[src/rxs_pkg.sv]
package rxs_pkg;

  // Counter read offsets (byte addresses of the statistics block)
  localparam logic [7:0] OFF_UNI_BYTES = 8'h1c;
  localparam logic [7:0] OFF_BC_BYTES = 8'h20;
  localparam logic [7:0] OFF_MC_BYTES = 8'h24;
  localparam logic [7:0] OFF_UNI_FRAMES = 8'h28;
  localparam logic [7:0] OFF_BC_FRAMES = 8'h2c;
  localparam logic [7:0] OFF_MC_FRAMES = 8'h30;
  localparam logic [7:0] OFF_PAUSE = 8'h34;
  localparam logic [7:0] OFF_BIN_BASE = 8'h38;
  localparam logic [7:0] OFF_LPI_TRANS = 8'h54;
  localparam logic [7:0] OFF_LPI_TIME = 8'h58;
  localparam logic [7:0] OFF_TX_FCS = 8'h5c;
  localparam logic [7:0] OFF_CONTROL = 8'hc0;
  localparam logic [7:0] OFF_STATUS = 8'hc4;

  // Control register field positions
  localparam int CTL_PAUSE_FWD = 0;
  localparam int CTL_BCAST = 1;
  localparam int CTL_LPI_EN = 2;
  localparam int CTL_VLAN_STRIP = 3;
  localparam int CTL_FCS_STRIP = 4;
  localparam logic [4:0] CTL_RESET = 5'h02;

  // Length bin edges
  localparam logic [15:0] LEN_64 = 16'h0040;
  localparam logic [15:0] LEN_127 = 16'h007f;
  localparam logic [15:0] LEN_255 = 16'h00ff;
  localparam logic [15:0] LEN_511 = 16'h01ff;
  localparam logic [15:0] LEN_1023 = 16'h03ff;
  localparam logic [15:0] LEN_1518 = 16'h05ee;
  localparam logic [15:0] VLAN_BYTES = 16'h0004;
  localparam logic [15:0] FCS_BYTES = 16'h0004;
  localparam int NUM_BINS = 7;

  // Timing
  localparam int CLOCK_HZ = 20000000;
  localparam int TICK_US = 1;
  localparam int US_CYCLES = (CLOCK_HZ / 1000000) * TICK_US;

  // End-of-frame report from the receive path and filter engine
  typedef struct packed {
    logic [15:0] length;
    logic hasVlan;
    logic isUnicast;
    logic isBroadcast;
    logic isMulticast;
    logic isPause;
    logic hasError;
    logic filterFail;
    logic overflow;
  } rxs_frame_type;

  typedef struct packed {
    logic [7:0] addr;
    logic [31:0] writeData;
    logic writeStrobe;
    logic readStrobe;
  } rxs_bus_type;

endpackage

[src/rxs_counters.sv]
`timescale 1ns/100ps

// Summary of operation
// - 32-bit byte total of error-free unicast frames.
// - Unicast/multicast counters skip filter fails, dropped pause frames, overflow losses.
// - Byte tallies drop VLAN tag and FCS when their stripping is on.
// - 32-bit byte total of error-free broadcast frames.
// - Broadcast counters stop when broadcast accept is off; skip overflow losses.
// - 32-bit byte total of error-free multicast frames.
// - 20-bit count of error-free unicast frames.
// - 20-bit count of error-free broadcast frames.
// - 20-bit count of error-free multicast frames.
// - 20-bit pause frame count, including pause frames failing filtering.
// - 20-bit count of 64-byte frames with the unicast exclusions.
// - 20-bit counters for the five bins from 65 to 1518 bytes.
// - 20-bit count of error-free frames above 1518 bytes.
// - Bins from 65 bytes skip filter fails and overflow losses.
// - 32-bit count of rising edges of the receive idle indication.
// - Both idle counters held cleared while idle feature enable is low.
// - 32-bit idle time in microsecond units.
// - Idle counters keep running in both suspend states and normal power.
// - 20-bit count of transmitted frames with bad checksum, forced ones included.
module rxs_counters #(
  parameter int BYTE_WIDTH = 32,
  parameter int FRAME_WIDTH = 20,
  parameter int LPI_WIDTH = 32
) (
  input wire logic clock,
  input wire logic reset,
  input wire logic frameDone,
  input wire rxs_pkg::rxs_frame_type frameInfo,
  input wire logic lpiIndication,
  input wire logic suspendStateZero,
  input wire logic suspendStateThree,
  input wire logic txBadFcsFrame,
  input wire rxs_pkg::rxs_bus_type bus,
  output logic [31:0] readData
);

  ////////////////////////////////////////////////////////////////////////////
  // Control register and register declarations

  logic [4:0] control;
  logic [BYTE_WIDTH-1:0] uniBytes;
  logic [BYTE_WIDTH-1:0] bcBytes;
  logic [BYTE_WIDTH-1:0] mcBytes;
  logic [FRAME_WIDTH-1:0] uniFrames;
  logic [FRAME_WIDTH-1:0] bcFrames;
  logic [FRAME_WIDTH-1:0] mcFrames;
  logic [FRAME_WIDTH-1:0] pauseFrames;
  logic [FRAME_WIDTH-1:0] txFcsErrors;
  logic [FRAME_WIDTH-1:0] binCount [rxs_pkg::NUM_BINS];
  logic [LPI_WIDTH-1:0] lpiTransitions;
  logic [LPI_WIDTH-1:0] lpiTime;
  logic lpiLast;
  logic [7:0] usCount;
  logic usTick;

  wire logic pauseForward = control[rxs_pkg::CTL_PAUSE_FWD];
  wire logic broadcastAccept = control[rxs_pkg::CTL_BCAST];
  wire logic lpiFeatureEnable = control[rxs_pkg::CTL_LPI_EN];

  // Writable control bits steer the counting
  always_ff @(posedge clock) begin
    if (reset) begin
      control <= rxs_pkg::CTL_RESET;
    end else if (bus.writeStrobe && bus.addr == rxs_pkg::OFF_CONTROL) begin
      control <= bus.writeData[4:0];
    end
  end

  ////////////////////////////////////////////////////////////////////////////
  // Frame qualification, all sampled on the end-of-frame strobe

  logic goodFrame;
  logic pauseDropped;
  logic uniMcOk;
  logic binOk;
  logic [15:0] frameBytes;
  logic [15:0] vlanCut;
  logic [15:0] fcsCut;
  logic [rxs_pkg::NUM_BINS-1:0] binHit;

  assign goodFrame = frameDone && !frameInfo.hasError;
  // Pause frames are consumed by the MAC unless forwarding is on
  assign pauseDropped = frameInfo.isPause && !pauseForward;
  assign uniMcOk = goodFrame && !frameInfo.filterFail && !pauseDropped && !frameInfo.overflow;
  assign binOk = goodFrame && !frameInfo.filterFail && !frameInfo.overflow;

  assign vlanCut = (control[rxs_pkg::CTL_VLAN_STRIP] && frameInfo.hasVlan)
                   ? rxs_pkg::VLAN_BYTES : 16'h0000;
  assign fcsCut = control[rxs_pkg::CTL_FCS_STRIP] ? rxs_pkg::FCS_BYTES : 16'h0000;
  // Clamp so a runt report never underflows the tally
  assign frameBytes = (frameInfo.length > vlanCut + fcsCut)
                      ? frameInfo.length - vlanCut - fcsCut : 16'h0000;

  assign binHit[0] = uniMcOk && frameInfo.length == rxs_pkg::LEN_64;
  assign binHit[1] = binOk && frameInfo.length > rxs_pkg::LEN_64
                     && frameInfo.length <= rxs_pkg::LEN_127;
  assign binHit[2] = binOk && frameInfo.length > rxs_pkg::LEN_127
                     && frameInfo.length <= rxs_pkg::LEN_255;
  assign binHit[3] = binOk && frameInfo.length > rxs_pkg::LEN_255
                     && frameInfo.length <= rxs_pkg::LEN_511;
  assign binHit[4] = binOk && frameInfo.length > rxs_pkg::LEN_511
                     && frameInfo.length <= rxs_pkg::LEN_1023;
  assign binHit[5] = binOk && frameInfo.length > rxs_pkg::LEN_1023
                     && frameInfo.length <= rxs_pkg::LEN_1518;
  assign binHit[6] = binOk && frameInfo.length > rxs_pkg::LEN_1518;

  ////////////////////////////////////////////////////////////////////////////
  // Byte counters; natural overflow wraps to zero

  always_ff @(posedge clock) begin
    if (reset) begin
      uniBytes <= '0;
    end else if (uniMcOk && frameInfo.isUnicast) begin
      uniBytes <= uniBytes + BYTE_WIDTH'(frameBytes);
    end
  end

  always_ff @(posedge clock) begin
    if (reset) begin
      bcBytes <= '0;
    end else if (goodFrame && frameInfo.isBroadcast && broadcastAccept && !frameInfo.overflow) begin
      bcBytes <= bcBytes + BYTE_WIDTH'(frameBytes);
    end
  end

  always_ff @(posedge clock) begin
    if (reset) begin
      mcBytes <= '0;
    end else if (uniMcOk && frameInfo.isMulticast) begin
      mcBytes <= mcBytes + BYTE_WIDTH'(frameBytes);
    end
  end

  ////////////////////////////////////////////////////////////////////////////
  // Frame counters

  always_ff @(posedge clock) begin
    if (reset) begin
      uniFrames <= '0;
    end else if (uniMcOk && frameInfo.isUnicast) begin
      uniFrames <= uniFrames + 1'b1;
    end
  end

  always_ff @(posedge clock) begin
    if (reset) begin
      bcFrames <= '0;
    end else if (goodFrame && frameInfo.isBroadcast && broadcastAccept && !frameInfo.overflow) begin
      bcFrames <= bcFrames + 1'b1;
    end
  end

  always_ff @(posedge clock) begin
    if (reset) begin
      mcFrames <= '0;
    end else if (uniMcOk && frameInfo.isMulticast) begin
      mcFrames <= mcFrames + 1'b1;
    end
  end

  always_ff @(posedge clock) begin
    if (reset) begin
      pauseFrames <= '0;
    end else if (goodFrame && frameInfo.isPause) begin
      pauseFrames <= pauseFrames + 1'b1;
    end
  end

  always_ff @(posedge clock) begin
    if (reset) begin
      txFcsErrors <= '0;
    end else if (txBadFcsFrame) begin
      txFcsErrors <= txFcsErrors + 1'b1;
    end
  end

  for (genvar b = 0; b < rxs_pkg::NUM_BINS; b++) begin : gBin
    always_ff @(posedge clock) begin
      if (reset) begin
        binCount[b] <= '0;
      end else if (binHit[b]) begin
        binCount[b] <= binCount[b] + 1'b1;
      end
    end
  end

  ////////////////////////////////////////////////////////////////////////////
  // Low-power idle statistics; suspend inputs never gate them

  // Microsecond tick from the core clock
  always_ff @(posedge clock) begin
    if (reset || !lpiFeatureEnable) begin
      usCount <= '0;
      usTick <= 1'b0;
    end else if (usCount == 8'(rxs_pkg::US_CYCLES - 1)) begin
      usCount <= '0;
      usTick <= 1'b1;
    end else begin
      usCount <= usCount + 1'b1;
      usTick <= 1'b0;
    end
  end

  // Edge history of the idle indication
  always_ff @(posedge clock) begin
    if (reset) begin
      lpiLast <= 1'b0;
    end else begin
      lpiLast <= lpiIndication;
    end
  end

  always_ff @(posedge clock) begin
    if (reset || !lpiFeatureEnable) begin
      lpiTransitions <= '0;
    end else if (lpiIndication && !lpiLast) begin
      lpiTransitions <= lpiTransitions + 1'b1;
    end
  end

  always_ff @(posedge clock) begin
    if (reset || !lpiFeatureEnable) begin
      lpiTime <= '0;
    end else if (usTick && lpiIndication) begin
      lpiTime <= lpiTime + 1'b1;
    end
  end

  ////////////////////////////////////////////////////////////////////////////
  // Read port: data valid the cycle after the read strobe

  logic [31:0] next_readData;

  // Counters narrower than 32 bits read zero above
  always_comb begin
    next_readData = 32'h0000_0000;
    unique case (bus.addr)
      rxs_pkg::OFF_UNI_BYTES: next_readData = 32'(uniBytes);
      rxs_pkg::OFF_BC_BYTES: next_readData = 32'(bcBytes);
      rxs_pkg::OFF_MC_BYTES: next_readData = 32'(mcBytes);
      rxs_pkg::OFF_UNI_FRAMES: next_readData = 32'(uniFrames);
      rxs_pkg::OFF_BC_FRAMES: next_readData = 32'(bcFrames);
      rxs_pkg::OFF_MC_FRAMES: next_readData = 32'(mcFrames);
      rxs_pkg::OFF_PAUSE: next_readData = 32'(pauseFrames);
      rxs_pkg::OFF_BIN_BASE: next_readData = 32'(binCount[0]);
      rxs_pkg::OFF_BIN_BASE + 8'h04: next_readData = 32'(binCount[1]);
      rxs_pkg::OFF_BIN_BASE + 8'h08: next_readData = 32'(binCount[2]);
      rxs_pkg::OFF_BIN_BASE + 8'h0c: next_readData = 32'(binCount[3]);
      rxs_pkg::OFF_BIN_BASE + 8'h10: next_readData = 32'(binCount[4]);
      rxs_pkg::OFF_BIN_BASE + 8'h14: next_readData = 32'(binCount[5]);
      rxs_pkg::OFF_BIN_BASE + 8'h18: next_readData = 32'(binCount[6]);
      rxs_pkg::OFF_LPI_TRANS: next_readData = 32'(lpiTransitions);
      rxs_pkg::OFF_LPI_TIME: next_readData = 32'(lpiTime);
      rxs_pkg::OFF_TX_FCS: next_readData = 32'(txFcsErrors);
      rxs_pkg::OFF_CONTROL: next_readData = {27'h0, control};
      rxs_pkg::OFF_STATUS: next_readData = {30'h0, suspendStateThree || suspendStateZero, lpiLast};
      default: next_readData = 32'h0000_0000;
    endcase
  end

  // Unmapped or idle cycles return zero
  always_ff @(posedge clock) begin
    if (reset) begin
      readData <= '0;
    end else if (bus.readStrobe) begin
      readData <= next_readData;
    end else begin
      readData <= '0;
    end
  end
endmodule

[config.mk]
export PLATFORM = sky130hd
export DESIGN_NAME = rxs_counters
export DESIGN_NICKNAME = d
export VERILOG_FILES = /design/src/rxs_pkg.sv /design/src/rxs_counters.sv
export SDC_FILE = /design/constraint.sdc
export NUM_CORES = 1
export LEC_CHECK = 0
export BUFFER_PORTS_ARGS = -buffer_cell sky130_fd_sc_hd__buf_2
export CAP_MARGIN = 20
export CORE_UTILIZATION = 60
export DETAILED_ROUTE_END_ITERATION = 10
export PLACE_DENSITY_LB_ADDON = 0.08
export SETUP_SLACK_MARGIN = 0.1
export SYNTH_ARGS = -nofsm -noshare
export SYNTH_HDL_FRONTEND = slang
export SYNTH_SLANG_ARGS = --single-unit
[constraint.sdc]
create_clock -name clock -period 9.3 [get_ports clock]
set_input_delay 1.395 -clock clock [delete_from_list [all_inputs] [get_ports clock]]
set_output_delay 1.395 -clock clock [all_outputs]
set_load 0.02 [all_outputs]
==> impl_metrics.tcl, run 1 <==
set metrics [dict create \
    cts_buffers 48 \
    vias_per_cell 6.43 \
    die_h_um 204 \
    synth_edf_count 140 \
    p_leak_nw 9.38 \
    ir_drop_mv 0.137 \
    cts.path.max_buffers 3 \
    grt_pass1_vias 20400 \
    yosys.area.top_type_share_pct 25.1 \
    wire_per_inst_um 22.5 \
    maxCapViolations 0 \
    start_util_pct 61.3 \
    via_count 21600 \
    period_minus_slack_ps 5630 \
    tns_ps 0 \
    dieArea_um2 41700 \
    r2r-start "control[3]$_SDFFE_PP0P_" \
    cts_tree "done" \
    dpl.hpwl_mm 54.8 \
    setup_violations 0 \
    grt_start_max_net_pins 86 \
    reg2reg_depth 19 \
    fin_ws_ps 3670 \
    core_area_um2 40000 \
    crit_path_end "uniBytes[25]$_SDFFE_PP0P_" \
    ant_nets 0 \
    yosysUniqueCellTypes 78 \
    crit_arrival_ps 6100 \
    first_pass_iters 6 \
    critPathMaxFanout 15 \
    hold_viol 0 \
    grt.met1_usage_pct 47.0 \
    slew_headroom_pct 33.4 \
    pre_cts_ws_ps 3170 \
    yosysSeqAreaShare_pct 42.2 \
    h-tree-depth 2 \
    synth_top_area_cell "dfxtp_1" \
    swShare_pct 23.2 \
    clkPwrFrac_pct 46.0 \
    synth_warnings 0 \
    ios 105 \
    cp-startpoint "frameInfo[7]" \
    rr_endpoint "uniBytes[25]$_SDFFE_PP0P_" \
    clk-insertion-delay-late_ps 590 \
    met2_usage_pct 55.8 \
    clk_pin_slew_ps 60 \
    hp-start "usCount[0]$_SDFF_PP0_" \
    final_nets 2940 \
    routabilityCongestion 0.929 \
    totalPowerFinal_mw 4.22 \
    hold_path_depth 1 \
    wl_mm 75.5 \
    maxSlewViolCount 0 \
    ys_seq_elements 447 \
    p_int_mw 3.24 \
    fmax_mhz 177 \
    synthCells 2755 \
    async_reset_ff_share_pct 0 \
    synth_area_um2 24500 \
    cts_setup_buffers 0 \
    rows 73 \
    multi_input_area_um2 13600 \
    p_switching_mw 0.979 \
    overflow 0 \
    combPwrFrac_pct 4.7 \
    clock-root-buffer "clkbuf_16" \
    use_met3_pct 5.61 \
    syn2layout_area_growth_pct 9.92 \
    grt-busiest-layer "met2" \
    clock_sinks 447 \
    fin_crit_sh_pct 60.6 \
    die_w_um 204 \
    ff_latch_area_um2 10300 \
    grt_use_total_pct 36.3 \
    drc_errors 0 \
    required_ps 9760 \
    min_path_type "reg -> reg" \
    synth_common_cells "nor2_1, dfxtp_1, nand2_1" \
    antenna_found_initial 2 \
    hold_buffers 0 \
    outcome "completed" \
    syn_area_per_cell_um2 8.90 \
    sequentialPowerShare_pct 49.3 \
    synthTopCellsByArea "dfxtp_1, edfxtp_1, nor2_1" \
    crit_path_end_kind "flop" \
    p_per_area_nw_per_um2 156 \
    grt_pass1_wl_mm 116 \
    first_iter_violations 2381 \
    fin_util_pct 67.4 \
    skew_ps 14.0 \
    synthFlopType "dfxtp_1" \
    timing.reg2reg.setup_slack_ps 4050 \
    critPathLaunchType "primary input" \
    path_class "in -> reg" \
    io_buffers 77 \
    tightestPinTransition_ps 998 \
    synth_most_common_cell "nor2_1" \
    syn_nets 2902 \
    fill_cells 3344 \
    rsz0062_at_grt "no" \
    drive_gt1_share_pct 7.14 \
    cts.repair.resized 0 \
]
-- metrics by stage --
stage / instance area (µm²) / cells / hold WS [ps]
floorplan: 24500 / 2755 / 418
global placement: 25400 / 3267 / 428
detailed placement: 25400 / 3267 / 441
CTS: 26900 / 3354 / 449
global route: 27000 / 3355 / 471
finish: 27000 / 3356 / 447
-- logic make-up (layout without fill, tap and decap cells) --
logic type,count (synthesis),count (layout),synth area share [%]
XOR/XNOR,315,315,11.2
AND/OR/NAND/NOR,1217,1217,23.8
AO/OA/AOI/OAI,498,498,14.4
adder cells (fa/ha/maj),79,79,4.14
multiplexers,39,39,1.78
flip-flops,447,447,42.2
other,0,1,0
buffers and inverters,160,235,2.47
-- placed cells by master, fill, tap and decap left out, drive strengths merged, types with 17 or more instances in the layout --
cell type and instances:
and3 72, edfxtp 140, nand4 73, a21o 20
a221oi 28, and4 36, nand2 212, nor2 471
a22oi 96, ha 69, a222oi 34, buf 108
or3 26, a21oi 118, clkbuf 71, nor2b 44
xor2 198, nand3 157, nor3 41, o21ai 75
mux2 36, dfxtp 307, inv 39, xnor2 117
a22o 27, a31oi 17
-- cell type report --
type                       instances  area share (%)
inverter                          39           0.543
tap                              525            2.44
antenna                            1         0.00928
clock inverter                    17           0.687
multi-input combinational       2148            50.4
sequential                       447            38.4
clock buffer                      70            5.10
timing repair buffer             109            2.43
-- state kept, by name, summed over array words and instances (netlist names), 32 cells and up --
signal / flops
mcBytes: 32
readData: 32
uniBytes: 32
lpiTransitions: 32
lpiTime: 32
bcBytes: 32
binCount: 140
-- critical path, cell delays in order --
cell and delay, ps:
buf_2 70, nand2_1 100, inv_1 120, ha_1 140
inv_1 40, ha_1 270, nor2b_1 120, o22a_1 270
nor3b_1 80, buf_4 190, nor2_1 470, ha_1 340
a21o_1 160, a21oi_1 320, o21ai_1 230, a31oi_4 320
o31ai_2 160, a2111oi_4 730, nor3_1 190, mux2_1 360
-- power by group through the flow --
stage                     clock network (mW)  registers (mW)  logic [mW]
after floorplan                            0            2.10       0.136
after global placement                     0            2.12       0.184
after detailed placement                   0            2.12       0.190
after CTS                               1.94            2.08       0.192
after global routing                    2.01            2.08       0.216
final                                   1.94            2.08       0.197
-- layer usage --
layer  share of wire, %  up-vias
met4                7.4        0
met2                 44     1069
met5                  0        -
met3                8.4      225
met1                 40    10300
li1                   -    10000
-- worst min path at each step --
stage | to | slack [ps]
2_1_floorplan | usCount[0]$_SDFF_PP0_ | 420
3_3_place_gp | usCount[0]$_SDFF_PP0_ | 430
3_5_place_dp | usCount[0]$_SDFF_PP0_ | 440
4_1_cts | usCount[0]$_SDFF_PP0_ | 450
5_1_grt | usCount[0]$_SDFF_PP0_ | 470
6_report | usCount[0]$_SDFF_PP0_ | 450
No activity file was read; power rests on OpenSTA's default activity.
==> inputs of run 2 (changes only) <==
clock period = 5.3 ns   (was 9.3 ns; I/O delays follow)
==> run 2 against run 1 <==
Critical path depth is 1 lower. Utilization up 0.19 points. Combinational power up 77%. Flip-flop and latch count stayed put. Total power rose by 74%. Largest power group unchanged. Count of clock-buffer cells in the layout is 12 lower. Sequential share of layout area shrank 0.11 points. Non-clock buffer count rose by 17. Largest cell class unchanged. Routed wire length is 0.79% lower. Die area is the same. Register-to-register slack got worse by 3600 ps. First-iteration DRC count grew 16%.
==> impl_metrics.tcl, run 2 (same netlist as run 1, synthesis figures left out) <==
set metrics [dict create \
    cts.path.max_buffers 3 \
    final_nets 2956 \
    hold_buffers 0 \
    totalPowerFinal_mw 7.33 \
    fin_crit_sh_pct 92.0 \
    routabilityCongestion 0.994 \
    min_path_type "reg -> reg" \
    overflow 0 \
    io_buffers 77 \
    clock_sinks 447 \
    first_iter_violations 2759 \
    grt_pass1_vias 20300 \
    path_class "reg -> reg" \
    ir_drop_mv 0.205 \
    rsz0062_at_grt "no" \
    critPathLaunchType "flop" \
    stdcell_area_um2 27000 \
    syn2layout_area_growth_pct 10.2 \
    setup_violations 0 \
    fin_util_pct 67.6 \
    mostFrequentLayoutCell "nor2_1" \
    required_ps 5770 \
    p_leak_nw 9.44 \
    placed_cell_area_um2 25500 \
    critPathMaxFanout 10 \
    outcome "completed" \
    drc_errors 0 \
    clock-root-buffer "clkbuf_16" \
    timing.reg2reg.setup_slack_ps 420 \
    core_area_um2 40000 \
    h-tree-depth 2 \
    die_w_um 204 \
    dpl.hpwl_mm 54.8 \
    first_pass_iters 9 \
    regMostFlops "binCount" \
    cts.repair.resized 0 \
    final_cell_mix "nor2_1, dfxtp_1, nand2_1" \
    fmax_mhz 205 \
    antenna_found_initial 1 \
    period_minus_slack_ps 4880 \
    vias_per_cell 6.48 \
    grt_use_total_pct 35.9 \
    wire_per_inst_um 22.2 \
    maxSlewViolCount 0 \
    crit_arrival_ps 5350 \
    tightestPinTransition_ps 1150 \
    rows 73 \
    start_util_pct 61.3 \
    cts_setup_buffers 0 \
    grt_pass1_wl_mm 115 \
    skew_ps 13.1 \
    hold_viol 0 \
    clk_pin_slew_ps 60 \
    die_h_um 204 \
    maxCapViolations 0 \
    clk-insertion-delay-late_ps 590 \
    dieArea_um2 41700 \
    cts_buffers 47 \
    fill_cells 3265 \
    cts_tree "done" \
    ant_nets 0 \
    largest_reg_flops 140 \
    via_count 21900 \
    p_per_area_nw_per_um2 271 \
    wl_mm 74.9 \
    ios 105 \
    grt_start_max_net_pins 111 \
    tns_ps 0 \
    crit_path_end_kind "flop" \
    slew_headroom_pct 23.3 \
    drive_gt1_share_pct 7.59 \
]
run 2: area by class of cell:
cell class                 instances  area, µm²  share of cell area [%]
sequential                       447      10300                    38.3
clock buffer                      58       1250                    4.61
timing repair buffer             126        786                    2.91
tap                              525        657                    2.43
multi-input combinational       2148      13600                    50.3
inverter                          39        146                   0.542
clock inverter                    28        254                   0.940
antenna                            1       2.50                 0.00926
run 2: per-stage QoR:
stage / instances / worst slack [ps] / hold slack, ps
floorplan: 2755 / 224 / 418
global placement: 3283 / 197 / 429
detailed placement: 3284 / 85.8 / 453
CTS: 3370 / 465 / 443
global route: 3371 / 132 / 467
finish: 3372 / 424 / 456
run 2: critical path, stage by stage (launching register included):
cell,delay [ps]
dfxtp_1,450
nand2_1,160
inv_1,120
ha_1,140
inv_1,40
ha_1,280
nor2b_1,140
o22a_1,180
nor3b_2,60
buf_4,130
nor2_1,470
ha_1,360
a211oi_1,380
o21ai_1,230
nand4_1,150
o221a_2,210
a21boi_1,120
o41ai_4,620
o31ai_1,170
mux2_1,330
run 2: metal layers:
layer | routed length, µm | track usage [%] | part of all wire (%) | up-vias
li1 | - | - | - | 10100
met1 | 30200 | 47.4 | 40 | 10400
met2 | 32900 | 55.1 | 44 | 1162
met3 | 6020 | 3.94 | 8.0 | 275
met4 | 5750 | 25.5 | 7.7 | 0
met5 | 0 | 0 | 0 | -
run 2: power by group:
part	leakage (nW)	internal (mW)	switching, mW
clock	0.740	1.91	1.42
sequential	3.92	3.57	0.0709
combinational	4.78	0.123	0.226
run 2: path summary, 6_finish.rpt:
path | depth (start not counted) | startpoint | end
worst max-delay path | 19 | control[3]$_SDFFE_PP0P_ | bcBytes[31]$_SDFFE_PP0P_
worst max register to register | 19 | control[3]$_SDFFE_PP0P_ | bcBytes[31]$_SDFFE_PP0P_
worst min register to register | 1 | usCount[0]$_SDFF_PP0_ | usCount[0]$_SDFF_PP0_
worst min-delay path | 1 | usCount[0]$_SDFF_PP0_ | usCount[0]$_SDFF_PP0_
